[config.mk]
export PLATFORM = sky130hd
export DESIGN_NAME = bms_scan_sequencer
export DESIGN_NICKNAME = d
export VERILOG_FILES = /design/src/bms_scan_pkg.sv /design/src/bms_scan_sequencer.sv
export VERILOG_INCLUDE_DIRS = /design/src
export SDC_FILE = /design/constraint.sdc
export NUM_CORES = 1
export LEC_CHECK = 0
export CAP_MARGIN = 15
export CELL_PAD_IN_SITES_DETAIL_PLACEMENT = 1
export CELL_PAD_IN_SITES_GLOBAL_PLACEMENT = 2
export CORE_MARGIN = 4
export CORE_UTILIZATION = 30
export CTS_CLUSTER_SIZE = 14
export DETAILED_ROUTE_END_ITERATION = 10
export DONT_BUFFER_PORTS = 1
export PLACE_DENSITY = 0.72
export RECOVER_POWER = 100
export SYNTH_ARGS = -nofsm -noshare
export SYNTH_HDL_FRONTEND = slang
export SYNTH_SLANG_ARGS = --single-unit
[constraint.sdc]
create_clock -name clock -period 9 [get_ports clock]
set_clock_uncertainty 0.15 [all_clocks]
set_input_delay 1.8 -clock clock [delete_from_list [all_inputs] [get_ports clock]]
set_output_delay 1.8 -clock clock [all_outputs]
set_load 0.05 [all_outputs]
[src/bms_scan_map.svh]
`ifndef BMS_SCAN_MAP_SVH
`define BMS_SCAN_MAP_SVH

// Register indices; byte address is four times the index
`define BMS_IDX_GLOBAL_OP 8'h01
`define BMS_IDX_CELL_OP 8'h02
`define BMS_IDX_CURRENT_OP 8'h03
`define BMS_IDX_CELL_SEL_A 8'h04
`define BMS_IDX_CELL_SEL_B 8'h05
`define BMS_IDX_OTHER_UPD 8'h1b
`define BMS_IDX_POWER_CTRL 8'h24
`define BMS_IDX_SCAN_OP 8'h2e
`define BMS_IDX_FAULTS 8'h63
`define BMS_IDX_MASK_STAT 8'h65

// Global operation bits
`define BMS_GOP_SOFT_RST 7
`define BMS_GOP_RST_IDLE 6
`define BMS_GOP_BUSY 2
`define BMS_GOP_SEL 1
`define BMS_GOP_TRIG 0
// Cell and current operation bits
`define BMS_OP_TRIG 0
`define BMS_OP_CLR_FAULT 1
`define BMS_CUR_OW_RATE 6
// Scan operation fields
`define BMS_SOP_MODE_HI 7
`define BMS_SOP_MODE_LO 6
`define BMS_SOP_LPT_HI 5
`define BMS_SOP_LPT_LO 3
`define BMS_SOP_DLY_HI 2
`define BMS_SOP_DLY_LO 0
// Other update field
`define BMS_OTH_HI 5
`define BMS_OTH_LO 4
// Power control bits
`define BMS_PWR_PUMP_EN 7
`define BMS_PWR_CHG_SW 1
`define BMS_PWR_DIS_SW 0
// Mask and status bits
`define BMS_MSK_ALERT_BUSY 0
`define BMS_STA_PUMP_NRDY 5

// Reset values
`define BMS_RST_GLOBAL_OP 8'h00
`define BMS_RST_CELL_SEL 8'hff
`define BMS_RST_SCAN_OP 8'h1b
`define BMS_RST_MASK 8'h01
`define BMS_RST_PWR 8'h00

// Timing
`define BMS_CLK_HZ 20000000
`define BMS_MS_CYCLES (`BMS_CLK_HZ / 1000)
`define BMS_DLY_BASE_MS 64
`define BMS_LPT_BASE_SCANS 512
`define BMS_OW_SLOW_PERIOD 8

`endif

[src/bms_scan_pkg.sv]
package bms_scan_pkg;
   typedef enum logic [1:0] {
      MODE_IDLE = 2'b00,
      MODE_SCAN = 2'b01,
      MODE_LOWPWR = 2'b10,
      MODE_SHIP = 2'b11
   } bms_mode_t;
   typedef enum logic [1:0] {
      SEQ_WAIT = 2'b00,
      SEQ_MEAS = 2'b01,
      SEQ_DELAY = 2'b10
   } bms_seq_t;
endpackage

[src/bms_scan_sequencer.sv]
// Added by the designer: register access over APB.
`timescale 1ns/100ps
`include "bms_scan_map.svh"

module bms_scan_sequencer #(
   parameter int MS_CYCLES = `BMS_MS_CYCLES,
   parameter int ADDR_W = 10
) (
   input wire logic clock,
   input wire logic rst_n,
   input wire logic psel,
   input wire logic penable,
   input wire logic pwrite,
   input wire logic [ADDR_W-1:0] paddr,
   input wire logic [31:0] pwdata,
   output logic [31:0] prdata,
   output logic pready,
   output logic pslverr,
   input wire logic chargeAboveIn,
   input wire logic dischargeAboveIn,
   input wire logic pumpReadyIn,
   input wire logic overvoltageFault,
   input wire logic undervoltageFault,
   input wire logic measDone,
   output logic measStart,
   output logic [3:0] measKind,
   output logic [15:0] measCells,
   output logic busy,
   output logic alert_out_n,
   output logic [1:0] mode,
   output logic charge_current_flag,
   output logic discharge_current_flag,
   output logic pump_enable,
   output logic charge_switch,
   output logic discharge_switch
);

   ////////////////////////////////////////////////////////////////////////
   // Pin synchronisers
   logic [1:0] chgSync_reg, disSync_reg, pumpSync_reg;
   always_ff @(posedge clock or negedge rst_n) begin
      if (!rst_n) begin
         chgSync_reg <= 2'h0;
         disSync_reg <= 2'h0;
         pumpSync_reg <= 2'h0;
      end else begin
         chgSync_reg <= {chgSync_reg[0], chargeAboveIn};
         disSync_reg <= {disSync_reg[0], dischargeAboveIn};
         pumpSync_reg <= {pumpSync_reg[0], pumpReadyIn};
      end
   end
   wire chgAbove = chgSync_reg[1];
   wire disAbove = disSync_reg[1];
   wire pumpReady = pumpSync_reg[1];

   ////////////////////////////////////////////////////////////////////////
   // APB slave: one wait state so read data comes from a flop
   logic pready_reg, pslverr_reg;
   logic [31:0] prdata_reg;
   wire [7:0] regIdx = 8'(paddr[ADDR_W-1:2]);
   wire alignedAddr = (paddr[1:0] == 2'h0);
   wire hitGop = alignedAddr && regIdx == `BMS_IDX_GLOBAL_OP;
   wire hitCell = alignedAddr && regIdx == `BMS_IDX_CELL_OP;
   wire hitCur = alignedAddr && regIdx == `BMS_IDX_CURRENT_OP;
   wire hitSelA = alignedAddr && regIdx == `BMS_IDX_CELL_SEL_A;
   wire hitSelB = alignedAddr && regIdx == `BMS_IDX_CELL_SEL_B;
   wire hitOth = alignedAddr && regIdx == `BMS_IDX_OTHER_UPD;
   wire hitPwr = alignedAddr && regIdx == `BMS_IDX_POWER_CTRL;
   wire hitSop = alignedAddr && regIdx == `BMS_IDX_SCAN_OP;
   wire hitFlt = alignedAddr && regIdx == `BMS_IDX_FAULTS;
   wire hitMsk = alignedAddr && regIdx == `BMS_IDX_MASK_STAT;
   wire hitAny = hitGop | hitCell | hitCur | hitSelA | hitSelB | hitOth |
      hitPwr | hitSop | hitFlt | hitMsk;
   wire accessEnd = psel && penable && pready_reg;
   wire wrEn = accessEnd && pwrite;
   wire [7:0] wd = pwdata[7:0];
   wire gopWr = wrEn && hitGop;
   wire softRst = gopWr && wd[`BMS_GOP_SOFT_RST];

   ////////////////////////////////////////////////////////////////////////
   // Register file
   logic scanSel_reg, owSlow_reg, alertMask_reg;
   logic [7:0] cellSelA_reg, cellSelB_reg;
   logic [1:0] othRate_reg, faults_reg;
   logic [2:0] lpCode_reg, dlyCode_reg;
   logic pumpEn_reg, chgSw_reg, disSw_reg, pumpNrdy_reg;
   logic [1:0] mode_reg, mode_next;
   logic chgSw_next, disSw_next, lpEnter;

   wire isIdle = (mode_reg == bms_scan_pkg::MODE_IDLE);
   wire canScan = (mode_reg == bms_scan_pkg::MODE_SCAN) ||
      (mode_reg == bms_scan_pkg::MODE_LOWPWR);
   wire rstIdle = gopWr && wd[`BMS_GOP_RST_IDLE];

   // Low-power entry wins over a scan-operation write in the same cycle; reset-to-idle wins over both
   assign mode_next = rstIdle ? bms_scan_pkg::MODE_IDLE :
      lpEnter ? bms_scan_pkg::MODE_LOWPWR :
      (wrEn && hitSop) ? wd[`BMS_SOP_MODE_HI:`BMS_SOP_MODE_LO] :
      mode_reg;

   // Direction qualifiers are forced true in IDLE
   wire qualChg = isIdle || charge_current_flag;
   wire qualDis = isIdle || discharge_current_flag;
   wire [1:0] faultSet = {undervoltageFault && qualDis,
      overvoltageFault && qualChg};
   wire faultClr = wrEn && hitCell && wd[`BMS_OP_CLR_FAULT];

   // Automatic switch-off only outside IDLE
   assign chgSw_next = (wrEn && hitPwr) ? wd[`BMS_PWR_CHG_SW] :
      (!isIdle && faultSet[0]) ? 1'b0 : chgSw_reg;
   assign disSw_next = (wrEn && hitPwr) ? wd[`BMS_PWR_DIS_SW] :
      (!isIdle && faultSet[1]) ? 1'b0 : disSw_reg;

   always_ff @(posedge clock or negedge rst_n) begin
      if (!rst_n) begin
         scanSel_reg <= 1'(`BMS_RST_GLOBAL_OP >> `BMS_GOP_SEL);
         cellSelA_reg <= `BMS_RST_CELL_SEL;
         cellSelB_reg <= `BMS_RST_CELL_SEL;
         {mode_reg, lpCode_reg, dlyCode_reg} <= `BMS_RST_SCAN_OP;
         alertMask_reg <= 1'(`BMS_RST_MASK);
         {pumpEn_reg, chgSw_reg, disSw_reg} <= 3'h0;
         {owSlow_reg, othRate_reg, faults_reg} <= 5'h00;
      end else if (softRst) begin
         scanSel_reg <= 1'(`BMS_RST_GLOBAL_OP >> `BMS_GOP_SEL);
         cellSelA_reg <= `BMS_RST_CELL_SEL;
         cellSelB_reg <= `BMS_RST_CELL_SEL;
         {mode_reg, lpCode_reg, dlyCode_reg} <= `BMS_RST_SCAN_OP;
         alertMask_reg <= 1'(`BMS_RST_MASK);
         {pumpEn_reg, chgSw_reg, disSw_reg} <= 3'h0;
         {owSlow_reg, othRate_reg, faults_reg} <= 5'h00;
      end else begin
         if (gopWr) scanSel_reg <= wd[`BMS_GOP_SEL];
         if (wrEn && hitSelA) cellSelA_reg <= wd;
         if (wrEn && hitSelB) cellSelB_reg <= wd;
         if (wrEn && hitSop) begin
            lpCode_reg <= wd[`BMS_SOP_LPT_HI:`BMS_SOP_LPT_LO];
            dlyCode_reg <= wd[`BMS_SOP_DLY_HI:`BMS_SOP_DLY_LO];
         end
         mode_reg <= mode_next;
         if (wrEn && hitMsk) alertMask_reg <= wd[`BMS_MSK_ALERT_BUSY];
         if (wrEn && hitCur) owSlow_reg <= wd[`BMS_CUR_OW_RATE];
         if (wrEn && hitOth) othRate_reg <= wd[`BMS_OTH_HI:`BMS_OTH_LO];
         if (wrEn && hitPwr) pumpEn_reg <= wd[`BMS_PWR_PUMP_EN];
         chgSw_reg <= chgSw_next;
         disSw_reg <= disSw_next;
         // Set wins over clear
         faults_reg <= (faults_reg & ~{2{faultClr}}) | faultSet;
      end
   end

   always_ff @(posedge clock or negedge rst_n) begin
      if (!rst_n) pumpNrdy_reg <= 1'b1;
      else pumpNrdy_reg <= !(pumpEn_reg && pumpReady);
   end

   ////////////////////////////////////////////////////////////////////////
   // Scan sequencer
   bms_scan_pkg::bms_seq_t seq_reg, seq_next;
   logic runCont_reg, runCont_next, scanActive_reg, scanActive_next;
   logic launch, busy_reg, alert_reg;
   logic [3:0] kind_next, measKind_reg;
   logic [15:0] measCells_reg;
   logic [2:0] scanNum_reg;
   logic [31:0] msCnt_reg;
   logic [12:0] dlyCnt_reg;
   logic [15:0] quietCnt_reg;
   logic measStart_reg, chgFlag_reg, disFlag_reg;

   wire trigWr = gopWr && wd[`BMS_GOP_TRIG];
   wire stopReq = gopWr && wd[`BMS_GOP_SEL] && !wd[`BMS_GOP_TRIG];
   // Trigger is dropped outside SCAN and LOW POWER
   wire scanStart = trigWr && canScan &&
      seq_reg == bms_scan_pkg::SEQ_WAIT;
   wire cellTrig = wrEn && hitCell && wd[`BMS_OP_TRIG];
   wire curTrig = wrEn && hitCur && wd[`BMS_OP_TRIG];
   // Individual triggers ignore the mode
   wire indivStart = (cellTrig || curTrig) && !trigWr &&
      seq_reg == bms_scan_pkg::SEQ_WAIT;
   wire [12:0] dlyMs = (dlyCode_reg == 3'h0) ? 13'h0000 :
      13'(`BMS_DLY_BASE_MS << (dlyCode_reg - 3'h1));
   wire msTick = (msCnt_reg == 32'(MS_CYCLES - 1));
   wire dlyDone = (dlyCnt_reg >= dlyMs);
   wire scanDone = seq_reg == bms_scan_pkg::SEQ_MEAS && measDone &&
      scanActive_reg;
   // Other and open-wire repeat on every scan unless their rate settings are non-zero
   wire [2:0] othMask = 3'((4'h1 << othRate_reg) - 4'h1);
   wire owDue = !owSlow_reg ||
      scanNum_reg == 3'(`BMS_OW_SLOW_PERIOD % 8);
   wire othDue = (scanNum_reg & othMask) == 3'h0;
   wire firstScan = (seq_reg == bms_scan_pkg::SEQ_WAIT);

   always_comb begin
      seq_next = seq_reg;
      runCont_next = runCont_reg && !stopReq && canScan;
      scanActive_next = scanActive_reg;
      launch = 1'b0;
      kind_next = measKind_reg;
      case (seq_reg)
         bms_scan_pkg::SEQ_WAIT: begin
            if (scanStart) begin
               seq_next = bms_scan_pkg::SEQ_MEAS;
               runCont_next = !wd[`BMS_GOP_SEL];
               scanActive_next = 1'b1;
               launch = 1'b1;
               kind_next = 4'hf;
            end else if (indivStart) begin
               seq_next = bms_scan_pkg::SEQ_MEAS;
               scanActive_next = 1'b0;
               launch = 1'b1;
               kind_next = cellTrig ? 4'h1 : 4'h2;
            end
         end
         bms_scan_pkg::SEQ_MEAS: begin
            if (measDone) begin
               // Only soft reset cuts a scan short; stop acts at its end
               if (scanActive_reg && runCont_next) begin
                  seq_next = bms_scan_pkg::SEQ_DELAY;
               end else begin
                  seq_next = bms_scan_pkg::SEQ_WAIT;
               end
            end
         end
         bms_scan_pkg::SEQ_DELAY: begin
            if (!runCont_next) begin
               seq_next = bms_scan_pkg::SEQ_WAIT;
            end else if (dlyDone) begin
               seq_next = bms_scan_pkg::SEQ_MEAS;
               launch = 1'b1;
               kind_next = {owDue, othDue, 2'h3};
            end
         end
         default: seq_next = bms_scan_pkg::SEQ_WAIT;
      endcase
      if (firstScan && !launch) kind_next = measKind_reg;
   end

   wire [2:0] lpShift = lpCode_reg - 3'h1;
   wire [15:0] lpTarget = 16'((17'(`BMS_LPT_BASE_SCANS) << lpShift) - 17'h1);
   wire quiet = !chgAbove && !disAbove;
   assign lpEnter = scanDone && quiet && lpCode_reg != 3'h0 &&
      mode_reg == bms_scan_pkg::MODE_SCAN &&
      quietCnt_reg == lpTarget;

   always_ff @(posedge clock or negedge rst_n) begin
      if (!rst_n) begin
         seq_reg <= bms_scan_pkg::SEQ_WAIT;
         runCont_reg <= 1'b0;
         scanActive_reg <= 1'b0;
         measKind_reg <= 4'h0;
         measStart_reg <= 1'b0;
         measCells_reg <= 16'h0000;
      end else begin
         seq_reg <= softRst ? bms_scan_pkg::SEQ_WAIT : seq_next;
         runCont_reg <= !softRst && runCont_next;
         scanActive_reg <= scanActive_next;
         measKind_reg <= kind_next;
         measStart_reg <= launch && !softRst;
         if (launch) measCells_reg <= {cellSelB_reg, cellSelA_reg};
      end
   end

   always_ff @(posedge clock or negedge rst_n) begin
      if (!rst_n) begin
         msCnt_reg <= 32'h0;
         dlyCnt_reg <= 13'h0000;
         scanNum_reg <= 3'h0;
         quietCnt_reg <= 16'h0000;
      end else begin
         if (seq_reg != bms_scan_pkg::SEQ_DELAY || msTick) msCnt_reg <= 32'h0;
         else msCnt_reg <= msCnt_reg + 32'h1;
         if (seq_reg != bms_scan_pkg::SEQ_DELAY) dlyCnt_reg <= 13'h0000;
         else if (msTick && !dlyDone) dlyCnt_reg <= dlyCnt_reg + 13'h0001;
         if (scanStart) scanNum_reg <= 3'h0;
         else if (scanDone) scanNum_reg <= scanNum_reg + 3'h1;
         if (softRst || lpEnter || (scanDone && !quiet)) begin
            quietCnt_reg <= 16'h0000;
         end else if (scanDone && quiet && lpCode_reg != 3'h0) begin
            quietCnt_reg <= quietCnt_reg + 16'h0001;
         end
      end
   end

   ////////////////////////////////////////////////////////////////////////
   // Status outputs
   wire busyNext = (seq_next == bms_scan_pkg::SEQ_MEAS) && !softRst;
   always_ff @(posedge clock or negedge rst_n) begin
      if (!rst_n) begin
         busy_reg <= 1'b0;
         alert_reg <= 1'b1;
         chgFlag_reg <= 1'b0;
         disFlag_reg <= 1'b0;
      end else begin
         busy_reg <= busyNext;
         alert_reg <= alertMask_reg || !busyNext;
         if (scanDone && !isIdle) begin
            chgFlag_reg <= chgAbove;
            disFlag_reg <= disAbove;
         end
      end
   end

   wire [7:0] rdMux =
      hitGop ? {5'h00, busy_reg, scanSel_reg, 1'b0} :
      hitSelA ? cellSelA_reg :
      hitSelB ? cellSelB_reg :
      hitCur ? {1'b0, owSlow_reg, 6'h00} :
      hitOth ? {2'h0, othRate_reg, 4'h0} :
      hitPwr ? {pumpEn_reg, 5'h00, chgSw_reg, disSw_reg} :
      hitSop ? {mode_reg, lpCode_reg, dlyCode_reg} :
      hitFlt ? {6'h00, faults_reg} :
      hitMsk ? {2'h0, pumpNrdy_reg, 4'h0, alertMask_reg} : 8'h00;

   always_ff @(posedge clock or negedge rst_n) begin
      if (!rst_n) begin
         pready_reg <= 1'b0;
         pslverr_reg <= 1'b0;
         prdata_reg <= 32'h0;
      end else begin
         pready_reg <= psel && penable && !pready_reg;
         pslverr_reg <= psel && penable && !pready_reg && !hitAny;
         if (psel && penable && !pready_reg) prdata_reg <= {24'h0, rdMux};
      end
   end

   assign prdata = prdata_reg;
   assign pready = pready_reg;
   assign pslverr = pslverr_reg;
   assign measStart = measStart_reg;
   assign measKind = measKind_reg;
   assign measCells = measCells_reg;
   assign busy = busy_reg;
   assign alert_out_n = alert_reg;
   assign mode = mode_reg;
   assign charge_current_flag = chgFlag_reg;
   assign discharge_current_flag = disFlag_reg;
   assign pump_enable = pumpEn_reg;
   assign charge_switch = chgSw_reg;
   assign discharge_switch = disSw_reg;
endmodule // bms_scan_sequencer

---- Word-level counts from Yosys, hierarchy flattened ----
Index checks and enable logic that the tools add are counted.
storage, ports and cells
  logic and storage cells ................. 258
  bits of input ports ..................... 53
  output and inout port bits .............. 64
  flip-flop bits (word level) ............. 144
cells by class
  multiplexer cells ....................... 69
  bitwise operators ....................... 14
  add/sub/neg operators ................... 8
  shifts and indexed selects .............. 3
  reductions and logical operators ........ 108
  eq/ne operators ......................... 21
  $lt $le $gt $ge ......................... 1
operator list
  operator               count
  $mux 8                 11
  $logic_and 1x1->1      58
  $mux 13                3
  $add 32x1->32 const B  1
  $eq 32x15->1 const B   1
  $mux 16                2
  $mux 32                1
  $mux 2                 15
  $reduce_bool 2->1      13
  $mux 1                 22
  $mux 3                 6
  $add 16x1->16 const B  1
  $eq 16x16->1           1
  $eq 8x2->1 const B     2
  $eq 8x3->1 const B     2
  $eq 8x6->1 const B     2
  $eq 8x7->1 const B     2
  $logic_not 1->1        16
  $mux 4                 4
  $shl 10x3->16 const A  1
  $sub 16x1->16 const B  1
  $add 13x1->13 const B  1
  $ge 13x13->1           1
  $shl 7x3->13 const A   1
  26 further kinds       56

---- Depth between registers and ports, before layout ----
Gate-level depths: netlist of run 1.
  depth in word-level cells ............... 17
  mapped depth ............................ 11
  depth with buffers taken out ............ 8

---- Worst setup path after synthesis of run 1 ----
Ideal clock, no wire load.
  path type ............................... input port to flip-flop
  start point ............................. input paddr[7]
  end point ............................... register measCells_reg[0] (netlist: measCells[0])
  stages on the path ...................... 7
  data arrival time ....................... 3.496 ns
  slack ................................... 5.229 ns
  library setup time ...................... 0.125 ns
  buffers on the path ..................... 2
  data required time ...................... 8.725 ns
  cell sequence ........................... nor4_4 > nand4_2 > o311a_1 > a31o_1 > buf_6 > buf_6 > mux2_4
on the way
  cells in the longest elaborated chain, start to end .. 10
  elaborated cells between the ends (all ways) .. 27
  those cells by class .................... eq/ne (3); mux (4); reduce/logical (20)
RTL lines
  item                                                         line                                                                            source
  start: declaration                                           bms_scan_sequencer.sv:14                                                        input wire logic [ADDR_W-1:0] paddr,
  $eq 8x2->1 (no line) / $eq 8x1->1 (equally long branches)    n/a
  $logic_and 1x1->1 (no line)                                  n/a
  $logic_and 1x1->1, on equally long branches                  bms_scan_sequencer.sv:174, bms_scan_sequencer.sv:77, bms_scan_sequencer.sv:175
  $logic_and 1x1->1, on equally long branches                  n/a
  $logic_or 1x1->1 (tied with other cells)                     bms_scan_sequencer.sv:177                                                       wire indivStart = (cellTrig || curTrig) && !trigWr &&
  $logic_and 1x1->1 / $logic_not 1->1 (equally long branches)  bms_scan_sequencer.sv:177, bms_scan_sequencer.sv:194
  $logic_and 1x1->1, on equally long branches                  bms_scan_sequencer.sv:177, bms_scan_sequencer.sv:194
  $mux 1 / $logic_and 1x1->1 (equally long branches)           bms_scan_sequencer.sv:206, bms_scan_sequencer.sv:194
  $mux 1, on equally long branches                             bms_scan_sequencer.sv:200, bms_scan_sequencer.sv:224
  $pmux 1 s2 *                                                 bms_scan_sequencer.sv:198                                                       case (seq_reg)
  end signal: assignment                                       bms_scan_sequencer.sv:258                                                       if (launch) measCells_reg <= {cellSelB_reg, cellSelA_reg};
  end: declaration                                             bms_scan_sequencer.sv:162                                                       logic [15:0] measCells_reg;
Every way passes the cells marked *; elsewhere a longest branch is shown, timed or not.
A chain may end at the register's enable or synchronous reset.

---- Worst setup path in the final report of run 1 ----
  start point ............................. input measDone
  end point ............................... register mode_reg[1] (netlist: mode[1])
on the way
  cells in the longest elaborated chain, start to end .. 9
  elaborated cells between the ends (all ways) .. 10
  those cells by class .................... mux (3); reduce/logical (7)
RTL lines
  item                               line                       source
  start: declaration                 bms_scan_sequencer.sv:24   input wire logic measDone,
  $logic_and 1x1->1 * (2 in series)  bms_scan_sequencer.sv:183  wire scanDone = seq_reg == bms_scan_pkg::SEQ_MEAS && measDone &&
  $logic_and 1x1->1 * (3 in series)  bms_scan_sequencer.sv:240  assign lpEnter = scanDone && quiet && lpCode_reg != 3'h0 &&
  $logic_and 1x1->1 *                bms_scan_sequencer.sv:241  mode_reg == bms_scan_pkg::MODE_SCAN &&
  $mux 2                             bms_scan_sequencer.sv:97   lpEnter ? bms_scan_pkg::MODE_LOWPWR :
  $mux 2                             bms_scan_sequencer.sv:96   assign mode_next = rstIdle ? bms_scan_pkg::MODE_IDLE :
  $mux 2                             bms_scan_sequencer.sv:123  end else if (softRst) begin
  end signal: assignment             bms_scan_sequencer.sv:119  {mode_reg, lpCode_reg, dlyCode_reg} <= `BMS_RST_SCAN_OP;
  end signal: assignment             bms_scan_sequencer.sv:127  {mode_reg, lpCode_reg, dlyCode_reg} <= `BMS_RST_SCAN_OP;
  end signal: assignment             bms_scan_sequencer.sv:139  mode_reg <= mode_next;
  end: declaration                   bms_scan_sequencer.sv:87   logic [1:0] mode_reg, mode_next;
Marked as above.

==> impl_metrics.tcl, run 1 <==
set metrics [dict create \
    max_slew.worst_pin.slew_ns 1.571 \
    type_of_element_capturing_the_critical_path "register" \
    seq_power_share 0.468 \
    finalSetupViolations 0 \
    largest_register_ff_count 32 \
    hold_viol 0 \
    clkLatencyLatePin_ns 0.42 \
    worst_path_max_delay_cell "nor4_1" \
    cell_internal_pwr_mw 1.069 \
    drt_pass1_iterations 4 \
    period_share 0.5531 \
    wl_mm 21.81 \
    cts_max_level 4 \
    drt_drc_violations_left 0 \
    setup.worst_path.start_class "primary input" \
    number_of_cells_on_the_worst_reg_to_reg_path 8 \
    clockRootBuffer "clkbuf_16" \
    ys_warn_count 0 \
    vias_per_cell 5.207 \
    cts_made_buffers 17 \
    ctsLongestPathBuffers 2 \
    synth_seq_cells 144 \
    arrival_ns 5.19 \
    number_of_rows_in_the_core_area 59 \
    synth_enable_flop_cells 0 \
    finalSetupTns_ns 0 \
    die-width_um 170.4 \
    synth-main-ff-cell "dfrtp_1" \
    netlist-cell-type-count 72 \
    syn-mean-instance-area_sq_um 9.837 \
    cpLargestDelayFamily "simple AND/OR/NAND/NOR gates" \
    nNetsFinal 860 \
    rsz0062_at_grt "false" \
    pwr-share-comb 0.028 \
    finalCriticalPeriod_ns 4.978 \
    n_antenna_cell 0 \
    clockPowerShare 0.505 \
    async_reset_ff_frac 1.000 \
    cts_resized 0 \
    timing.critical_path.slowest_cell_delay_ns 1.41 \
    r2r_setup_slack_ns 4.43 \
    core-area_sq_um 25980 \
    critical_path_depth 5 \
    net-switching-power_uw 338.9 \
    post_route_cells_drive_above_1_share 0.09204 \
    critPathRequiredTime_ns 9.21 \
    global_route_usage_sum 0.1543 \
    postSynthCellCount 804 \
    hold_class "reg2reg" \
    grt_start_max_net_pins 145 \
    totalPowerFinal_mw 1.408 \
    vias_in_the_first_global_route 6198 \
    maxSlewViolCount 9 \
    clkTransAtPathRegs_ns 0.07 \
    initialDrtViolationCount 284 \
    floorplan.initialDensity 0.3044 \
    tritoncts_clock_tree "done" \
    violations "max-capacitance violations, max-slew violations" \
    mappedNetlistArea_sq_um 7909 \
    power-per-cell-area_nw_per_um2 164.5 \
    post_cts_hold_buffer_count 0 \
    outcome "finished with violations" \
    wire_per_inst_um 19.15 \
    detailedPlacementHpwl_mm 15.09 \
    slew_headroom -0.05721 \
    min_delay_path_depth 0 \
    number_of_antenna_violations_at_the_first_check_in_global_routing 0 \
    numClockSinks 144 \
    ir_drop_mv 0.1005 \
    gp_routability_congestion 0.7625 \
    synth_sequential_area_ratio 0.4593 \
    die_area_sq_um 29020 \
    clock.fmax_mhz 200.9 \
    power.static_leakage_nw 3.516 \
    path_class "in2reg" \
    number_of_antenna_violating_nets_in_the_routed_design 0 \
    area_delta_synth_final_pct 8.227 \
    ports_placed_on_the_boundary 117 \
    post-cts-setup-buffer-count 0 \
    p_sw_frac 0.2407 \
    series_of_cell_instances_along_the_critical_path "nand4b_1 -> nor4_1 -> nand2_1 -> a2111oi_4 -> o22a_1" \
    dieHeight_um 170.4 \
    fillers 3001 \
    number_of_vias_after_detailed_routing 5931 \
    grt_first_pass_wirelength_mm 35.60 \
    path_buf_inv 0 \
    grt_overflow 0 \
    worstPathMaxFanout 18 \
    drv.max_cap_violation_count 1 \
    port_buffers 0 \
]
[cell usage in the layout, fill, tap and decap left out, types with 7 or more instances in the layout]
cell type,count
dfrtp_1,121
nand2_1,84
nor2_1,55
nor3_1,46
nand3_1,42
a21oi_1,37
xnor2_1,36
o21ai_0,27
inv_1,26
conb_1,24
dfstp_2,21
mux2i_1,20
clkbuf_16,17
nand4_1,16
ha_1,16
xor2_1,15
nor4_1,13
mux2_1,13
or4_1,12
and3_1,10
o31ai_1,10
o211ai_1,9
and4_1,8
or3b_2,7
[worst reg2reg max path, stage by stage (launching register included)]
cell and delay (ns):
dfstp_1 0.71, or3b_2 0.49, ha_1 0.29, o211ai_1 0.08, a21oi_1 0.16, or2_0 0.90, a31o_1 0.39, clkbuf_1 0.85
mux2_1 0.42
[Yosys cell counts, types with 4 or more instances]
| cell type | instances | area share |
|---|---|---|
| or4_1 | 12 | 0.011 |
| mux2_4 | 13 | 0.025 |
| o211ai_1 | 9 | 0.0085 |
| inv_1 | 26 | 0.012 |
| o21ai_0 | 27 | 0.017 |
| nor3b_1 | 5 | 0.0047 |
| o21a_1 | 5 | 0.0047 |
| xnor2_1 | 36 | 0.040 |
| mux2i_1 | 20 | 0.025 |
| and2_1 | 4 | 0.0032 |
| nand4_1 | 15 | 0.012 |
| xor2_1 | 15 | 0.017 |
| nand2b_1 | 4 | 0.0032 |
| nand3b_1 | 6 | 0.0057 |
| mux2_2 | 6 | 0.0085 |
| clkbuf_1 | 23 | 0.011 |
| nand3_1 | 41 | 0.026 |
| ha_1 | 16 | 0.025 |
| nor2b_1 | 6 | 0.0047 |
| nor3_1 | 44 | 0.028 |
| a21oi_1 | 37 | 0.023 |
| dfrtp_1 | 121 | 0.38 |
| buf_2 | 9 | 0.0057 |
| o31ai_1 | 10 | 0.0095 |
| buf_4 | 25 | 0.024 |
| nand2_1 | 84 | 0.040 |
| or3_1 | 4 | 0.0032 |
| dfstp_2 | 23 | 0.076 |
| o2111ai_1 | 4 | 0.0044 |
| and3_1 | 10 | 0.0079 |
| and4_1 | 8 | 0.0089 |
| or3b_2 | 7 | 0.0078 |
| nor4_1 | 12 | 0.0095 |
| nor2_1 | 55 | 0.026 |
| a22o_1 | 4 | 0.0044 |
[cell type report]
cell class | count | area [sq um] | share of cell area
Multi-Input combinational cell | 597 | 3812 | 0.4454
Clock inverter | 12 | 131.4 | 0.01535
Timing Repair Buffer | 5 | 30.03 | 0.003508
Sequential cell | 144 | 3632 | 0.4244
Inverter | 26 | 97.59 | 0.01140
Tap cell | 335 | 419.2 | 0.04897
Clock buffer | 20 | 436.7 | 0.05102
[cell families (layout without fill, tap and decap cells)]
logic type	after synthesis	count (layout)	share of synthesized area
simple gates	339	339	0.2335
compound gates	128	128	0.1095
fa+ha+maj	16	16	0.02531
buf+inv	86	63	0.05695
mux	39	39	0.05853
flops	144	144	0.4593
other cells	1	24	0.0004742
xor+xnor	51	51	0.05648
[path summary, 6_finish.rpt]
path / from / to
worst min-delay path: pumpSync_reg[0]$_DFF_PN0_ / pumpSync_reg[1]$_DFF_PN0_
max in group asynchronous: rst_n / lpCode_reg[0]$_DFFE_PN1P_
min in group asynchronous: rst_n / msCnt_reg[19]$_DFF_PN0_
worst max-delay path: measDone / mode[1]$_DFFE_PN0P_
worst min register to register: pumpSync_reg[0]$_DFF_PN0_ / pumpSync_reg[1]$_DFF_PN0_
worst max register to register: dlyCode_reg[0]$_DFFE_PN1P_ / measCells[15]$_DFFE_PN0P_
[per-stage QoR]
| stage | utilization | instance area, sq um | setup WS, ns | cells | hold slack (ns) |
|---|---|---|---|---|---|
| after detailed placement | 0.3117 | 8099 | 4.375 | 1107 | 0.1863 |
| after CTS | 0.3335 | 8667 | 4.847 | 1139 | 0.2033 |
| after floorplan | - | 7995 | 5.229 | 827 | 0.1812 |
| after global routing | 0.3294 | 8559 | 3.835 | 1139 | 0.2046 |
| after global placement | 0.3117 | 8099 | 4.426 | 1107 | 0.1836 |
| final | 0.3294 | 8559 | 4.022 | 1139 | 0.2005 |
[power by group through the flow]
stage | Sequential (mW) | Combinational [mW] | Clock, mW
after floorplan | 0.669 | 0.0450 | 0
after global placement | 0.670 | 0.0387 | 0
after detailed placement | 0.670 | 0.0389 | 0
after CTS | 0.658 | 0.0390 | 0.734
after global routing | 0.658 | 0.0414 | 0.764
final | 0.658 | 0.0391 | 0.710
[layer usage]
metal / up-vias / part of all wire / global-route usage
met4: 0 / 0.0076 / 0.03854
li1: 2817 / - / -
met3: 10 / 0.050 / 0.03879
met2: 90 / 0.48 / 0.2450
met5: - / 0 / 0
met1: 3014 / 0.46 / 0.2118
(Power assumes the default switching activity.)
==> run 2: changes to the inputs <==
--- a/config.mk
+++ b/config.mk
@@ -6,6 +6,7 @@
 export SDC_FILE = /design/constraint.sdc
 export NUM_CORES = 1
 export LEC_CHECK = 0
+export ABC_AREA = 1
 export CAP_MARGIN = 15
 export CELL_PAD_IN_SITES_DETAIL_PLACEMENT = 1
 export CELL_PAD_IN_SITES_GLOBAL_PLACEMENT = 2
@@ -14,7 +15,7 @@
 export CTS_CLUSTER_SIZE = 14
 export DETAILED_ROUTE_END_ITERATION = 10
 export DONT_BUFFER_PORTS = 1
-export PLACE_DENSITY = 0.72
+export PLACE_DENSITY = 0.8
 export RECOVER_POWER = 100
 export SYNTH_ARGS = -nofsm -noshare
 export SYNTH_HDL_FRONTEND = slang
==> constraint.sdc (replaced) <==
create_clock -name clock -period 4.3 [get_ports clock]
set_clock_uncertainty 0.15 [all_clocks]
set_input_delay 0.86 -clock clock [delete_from_list [all_inputs] [get_ports clock]]
set_output_delay 0.86 -clock clock [all_outputs]
set_load 0.05 [all_outputs]
==> run 2 against run 1 <==
Against the previous run:
- the run still ends with max-capacitance violations, max-slew violations left
- core utilization increased by 0.45 points
- power increased by 110%
- synthesized cell count increased by 41%
- first-iteration DRC count increased by 17%
- critical path depth increased by 5
- critical path type unchanged
- via count increased by 23%
- flip-flop and latch count unchanged
==> impl_metrics.tcl, run 2 <==
set metrics [dict create \
    synth_sequential_area_ratio 0.4279 \
    synth_top_cells_by_area "dfrtp_1 (36%), nand2_1 (13%), nor2_1 (7.3%)" \
    finalCriticalPeriod_ns 3.474 \
    critPathRequiredTime_ns 4.46 \
    power-per-cell-area_nw_per_um2 320.5 \
    hold_viol 0 \
    area_delta_synth_final_pct 9.596 \
    vias_in_the_first_global_route 7696 \
    synth_enable_flop_cells 0 \
    gp_routability_congestion 0.8842 \
    post_route_cells_drive_above_1_share 0.08101 \
    dieHeight_um 176.2 \
    floorplan.initialDensity 0.3047 \
    period_share 0.8079 \
    totalPowerFinal_mw 2.982 \
    core-area_sq_um 27860 \
    timing.rr.start "msCnt_reg[0]$_DFF_PN0_" \
    detailedPlacementHpwl_mm 18.74 \
    grt_first_pass_wirelength_mm 41.47 \
    max_slew.worst_pin.slew_ns 1.550 \
    grt_overflow 0 \
    clkLatencyLatePin_ns 0.44 \
    fillers 3424 \
    synth.top_cell.area_share 0.3567 \
    wire_per_inst_um 16.56 \
    number_of_vias_after_detailed_routing 7311 \
    drt_pass1_iterations 4 \
    nNetsFinal 1204 \
    synth_seq_cells 144 \
    cts_made_buffers 17 \
    largest_register_ff_count 32 \
    die-width_um 176.2 \
    hold_class "in2async" \
    r2r_end "msCnt_reg[30]$_DFF_PN0_" \
    initialDrtViolationCount 332 \
    clockRootBuffer "clkbuf_16" \
    most_frequent_cell_after_synthesis "nand2_1" \
    drv.max_cap_violation_count 1 \
    tritoncts_clock_tree "done" \
    syn-mean-instance-area_sq_um 7.492 \
    vias_per_cell 4.791 \
    numClockSinks 144 \
    outcome "finished with violations" \
    ports_placed_on_the_boundary 117 \
    global_route_usage_sum 0.1667 \
    power.static_leakage_nw 4.338 \
    violations "max-capacitance violations, max-slew violations" \
    number_of_rows_in_the_core_area 61 \
    wl_mm 25.27 \
    layout.cells.non_filler 1526 \
    type_of_element_capturing_the_critical_path "register" \
    mappedNetlistArea_sq_um 8488 \
    die_area_sq_um 31050 \
    r2r_setup_slack_ns 1.05 \
    port_buffers 0 \
    n_antenna_cell 0 \
    async_reset_ff_frac 1.000 \
    path_class "in2reg" \
    dp.cells 1493 \
    rsz0062_at_grt "false" \
    synth-main-ff-cell "dfrtp_1" \
    cts_max_level 4 \
    ctsLongestPathBuffers 2 \
    synthDominantAreaCellType "dfrtp_1" \
    postSynthCellCount 1133 \
    final_core_util 0.3339 \
    finalSetupTns_ns 0 \
    timing.hold.ws_ns 0.1379 \
    maxSlewViolCount 33 \
    clock.fmax_mhz 287.8 \
    drt_drc_violations_left 0 \
    worstPathMaxFanout 25 \
    arrival_ns 3.63 \
    grt_start_max_net_pins 122 \
    finalSetupViolations 0 \
    layout_commonest_cell "nand2_1" \
    number_of_antenna_violating_nets_in_the_routed_design 0 \
    slew_headroom -0.03362 \
    clkTransAtPathRegs_ns 0.08 \
    synth_top_cells_by_count "nand2_1 (289), nor2_1 (164), inv_1 (124)" \
    number_of_antenna_violations_at_the_first_check_in_global_routing 0 \
    netlist-cell-type-count 46 \
    number_of_cells_on_the_worst_reg_to_reg_path 10 \
    ys_warn_count 0 \
    layout_common_cells "nand2_1 (293), nor2_1 (168), inv_1 (125)" \
    ir_drop_mv 0.2151 \
    setup.worst_path.start_class "primary input" \
    cts_resized 0 \
]
-- run 2: through the flow --
step | cell area (sq um) | worst slack (ns)
final | 9303 | 0.8260
after global routing | 9303 | 0.4999
after floorplan | 8574 | 1.962
after global placement | 8753 | 1.069
after CTS | 9364 | 1.088
after detailed placement | 8753 | 1.053
-- run 2: layer usage --
layer  share of wire  global-route usage  vias to the layer above
met4           0.019             0.05101                        0
li1                -                   -                     3592
met2            0.48              0.2872                      113
met3           0.034             0.02420                       28
met5               0                   0                        -
met1            0.46              0.2171                     3578
-- run 2: cell families after synthesis --
group,share of synthesized area
other cells,0.0004418
compound gates,0.05631
buf+inv,0.09611
simple gates,0.3589
flops,0.4279
fa+ha+maj,0.02358
mux,0.002653
xor+xnor,0.03405
-- run 2: cell type report --
class | count | area (sq um) | share of cell area
multi-input combinational | 835 | 4069 | 0.4374
sequential | 144 | 3632 | 0.3905
inverter | 133 | 499.2 | 0.05367
clock inverter | 14 | 143.9 | 0.01547
clock buffer | 18 | 439.2 | 0.04721
timing repair buffer | 4 | 46.29 | 0.004976
tap | 378 | 473.0 | 0.05084
-- run 2: worst max-delay path by stage --
stage | start | end | slack (ns) | depth (start not counted)
2_1_floorplan | paddr[7] | measCells[0]$_DFFE_PN0P_ | 1.96 | 12
3_3_place_gp | paddr[1] | measCells[9]$_DFFE_PN0P_ | 1.07 | 10
3_5_place_dp | paddr[1] | measKind[3]$_DFFE_PN0P_ | 1.05 | 10
4_1_cts | mode[0]$_DFFE_PN0P_ | measKind[3]$_DFFE_PN0P_ | 1.09 | 8
5_1_grt | paddr[1] | measKind[3]$_DFFE_PN0P_ | 0.50 | 10
6_report | paddr[1] | measKind[3]$_DFFE_PN0P_ | 0.83 | 10
-- run 2: where the power goes --
group	switching, mW	leakage [nW]	internal, mW
Combinational	0.101	2.21	0.0131
Sequential	0.0105	1.85	1.36
Clock	0.666	0.281	0.831
-- run 2: repair_timing --
action                    CTS  global route
hold endpoints to repair  121             0
setup buffers               0             0
hold buffers                1             0
-- run 2: critical path, stage by stage --
cell     delay (ns)
nor2_1         0.60
nand2_1        0.21
nor2_1         0.48
nand2_4        0.07
nor2_1         0.25
nand3_1        0.13
nand3_2        0.42
nand2_2        0.37
nand2_1        0.17
nand2_1        0.07
==> run 3: changes to the inputs <==
--- a/config.mk
+++ b/config.mk
@@ -6,7 +6,7 @@
 export SDC_FILE = /design/constraint.sdc
 export NUM_CORES = 1
 export LEC_CHECK = 0
-export ABC_AREA = 1
+export ABC_AREA = 0
 export CAP_MARGIN = 15
 export CELL_PAD_IN_SITES_DETAIL_PLACEMENT = 1
 export CELL_PAD_IN_SITES_GLOBAL_PLACEMENT = 2
@@ -15,7 +15,7 @@
 export CTS_CLUSTER_SIZE = 14
 export DETAILED_ROUTE_END_ITERATION = 10
 export DONT_BUFFER_PORTS = 1
-export PLACE_DENSITY = 0.8
+export PLACE_DENSITY = 0.75
 export RECOVER_POWER = 100
 export SYNTH_ARGS = -nofsm -noshare
 export SYNTH_HDL_FRONTEND = slang
==> constraint.sdc (replaced) <==
create_clock -name clock -period 2.9 [get_ports clock]
set_clock_uncertainty 0.15 [all_clocks]
set_input_delay 0.58 -clock clock [delete_from_list [all_inputs] [get_ports clock]]
set_output_delay 0.58 -clock clock [all_outputs]
set_load 0.05 [all_outputs]
==> run 3 against run 2 <==
Against the previous run:
- critical endpoint is now dlyCnt_reg[5]$_DFFE_PN0P_
- via count down 16%
- non-clock buffer count up 39
- final cell count is 23% lower
- cell area decreased by 3.1%
- global-route usage decreased by 1.0 points
- largest cell class unchanged
- sequential share of layout area is 1.2 points higher
- combinational power grew 18%
- the flow finishes with violations (negative hold slack)
- sequential power up 49%
==> impl_metrics.tcl, run 3 (synthesized netlist as in run 1, its figures left out) <==
set metrics [dict create \
    violations "negative hold slack" \
    port_buffers 0 \
    layout_common_cells "dfrtp_1 (121), nand2_1 (84), nor2_1 (55)" \
    drv.max_cap_violation_count 0 \
    timing.hold.ws_ns -0.2878 \
    clockRootBuffer "clkbuf_16" \
    n_antenna_cell 0 \
    die_area_sq_um 29020 \
    global_route_usage_sum 0.1566 \
    initialDrtViolationCount 226 \
    vias_in_the_first_global_route 6470 \
    largest_register_ff_count 32 \
    timing.rr.start "dlyCode_reg[1]$_DFFE_PN1P_" \
    p_sw_frac 0.2504 \
    tritoncts_clock_tree "done" \
    final_area_sq_um 9015 \
    numClockSinks 144 \
    worstPathMaxFanout 12 \
    wl_mm 22.19 \
    maxSlewViolCount 0 \
    detailedPlacementHpwl_mm 15.60 \
    finalSetupViolations 0 \
    totalPowerFinal_mw 4.345 \
    max_slew.worst_pin.slew_ns 0.8117 \
    drt_pass1_iterations 5 \
    dieHeight_um 170.4 \
    number_of_vias_after_detailed_routing 6167 \
    grt_start_max_net_pins 145 \
    grt_first_pass_wirelength_mm 36.09 \
    net-switching-power_mw 1.088 \
    power-per-cell-area_nw_per_um2 482.0 \
    nNetsFinal 898 \
    clkLatencyLatePin_ns 0.43 \
    grt_overflow 0 \
    cell_internal_pwr_mw 3.257 \
    floorplan.initialDensity 0.3044 \
    gp_routability_congestion 0.8255 \
    ctsLongestPathBuffers 2 \
    cts_made_buffers 17 \
    die-width_um 170.4 \
    hold_class "in2async" \
    post_dp_cell_area_sq_um 8426 \
    layout_commonest_cell "dfrtp_1" \
    top_signal_layer_used "met4" \
    area_delta_synth_final_pct 13.99 \
    clockPowerShare 0.500 \
    critPathRequiredTime_ns 3.09 \
    post_route_cells_drive_above_1_share 0.1568 \
    finalCriticalPeriod_ns 2.816 \
    path_class "reg2reg" \
    hold_viol 144 \
    cts_max_level 4 \
    fillers 2989 \
    met1_length_mm 9.861 \
    ports_placed_on_the_boundary 117 \
    number_of_antenna_violations_at_the_first_check_in_global_routing 0 \
    r2r_end "dlyCnt_reg[5]$_DFFE_PN0P_" \
    power.static_leakage_nw 3.707 \
    slew_headroom 0.4589 \
    wl_met2_mm 10.65 \
    arrival_ns 3.01 \
    type_of_element_capturing_the_critical_path "register" \
    number_of_cells_on_the_worst_reg_to_reg_path 8 \
    startpoint "dlyCode_reg[1]$_DFFE_PN1P_" \
    clkTransAtPathRegs_ns 0.06 \
    core-area_sq_um 25980 \
    pwr-share-comb 0.031 \
    wire_per_inst_um 18.85 \
    number_of_antenna_violating_nets_in_the_routed_design 0 \
    outcome "finished with violations" \
    vias_per_cell 5.240 \
    number_of_rows_in_the_core_area 59 \
    drt_drc_violations_left 0 \
    period_share 0.9709 \
    r2r_setup_slack_ns 0.08 \
    seq_power_share 0.470 \
    clock.fmax_mhz 355.2 \
    ir_drop_mv 0.3695 \
    setup.worst_path.start_class "register" \
    wl_met3_mm 1.328 \
]
run 3: cell types whose count changed in the layout (fill, tap and decap cells not counted), moves of 11 or more:
cell and delta:
nand4_1 -19, nor2_1 -113, or4_1 +11, xnor2_1 +34
inv_1 -99, xor2_1 -16, nand3_1 -55, nor3_1 +16
nand2_1 -209, mux2i_1 +20, buf_4 +26, mux2_4 +13
run 3: timing repair:
item	CTS	global route
buffers inserted	1	1
resized for setup	3	6
endpoints found under the setup margin	6	24
gates cloned	0	1
endpoints found under the hold margin	144	145
pin swaps	1	5
run 3: layer usage:
layer	vias to the layer above	global-route usage
met4	0	0.04931
met3	32	0.04111
met5	-	0
met1	3111	0.2057
li1	2903	-
met2	121	0.2533
run 3: worst max path at each step:
stage,endpoint,slack [ns],cells after the start
final,dlyCnt_reg[5]$_DFFE_PN0P_,0.08,8
after floorplan,measCells[0]$_DFFE_PN0P_,0.03,10
after detailed placement,dlyCnt_reg[5]$_DFFE_PN0P_,-0.02,8
after global routing,dlyCnt_reg[9]$_DFFE_PN0P_,-0.02,8
after global placement,dlyCnt_reg[6]$_DFFE_PN0P_,0.01,8
after CTS,quietCnt_reg[7]$_DFFE_PN0P_,0.03,10
run 3: power by group through the flow:
stage | Combinational [mW] | Sequential, mW | Clock [mW]
final | 0.134 | 2.04 | 2.17
after CTS | 0.133 | 2.04 | 2.23
after detailed placement | 0.133 | 2.08 | 0
after floorplan | 0.140 | 2.08 | 0
after global routing | 0.141 | 2.04 | 2.34
after global placement | 0.132 | 2.08 | 0
run 3: critical path: stages, from the launching register on:
cell	delay, ns
dfstp_2	0.55
or3b_2	0.45
ha_1	0.28
o211ai_1	0.12
a21oi_2	0.10
or2_4	0.27
buf_12	0.14
or4_1	0.51
a21oi_2	0.15
run 3: final cells by class:
cell class	count	area, sq um	area share
Clock inverter	14	145.1	0.01610
Inverter	26	97.59	0.01083
Multi-Input combinational cell	597	3961	0.4394
Sequential cell	144	3632	0.4029
Timing Repair Buffer	43	330.3	0.03664
Tap cell	335	419.2	0.04650
Clock buffer	18	429.2	0.04761
run 3: metrics by stage:
stage | utilization | hold WS, ns | setup WS, ns | std cells | TNS [ns]
6_report | 0.3469 | -0.2878 | 0.08435 | 1177 | 0
3_5_place_dp | 0.3242 | 0.1436 | -0.02310 | 1141 | -0.04611
5_1_grt | 0.3469 | -0.3197 | -0.01865 | 1177 | -0.04385
2_1_floorplan | - | 0.1344 | 0.02782 | 827 | 0
4_1_cts | 0.3470 | -0.3172 | 0.03376 | 1174 | 0
3_3_place_gp | 0.3242 | 0.1442 | 0.01151 | 1141 | 0
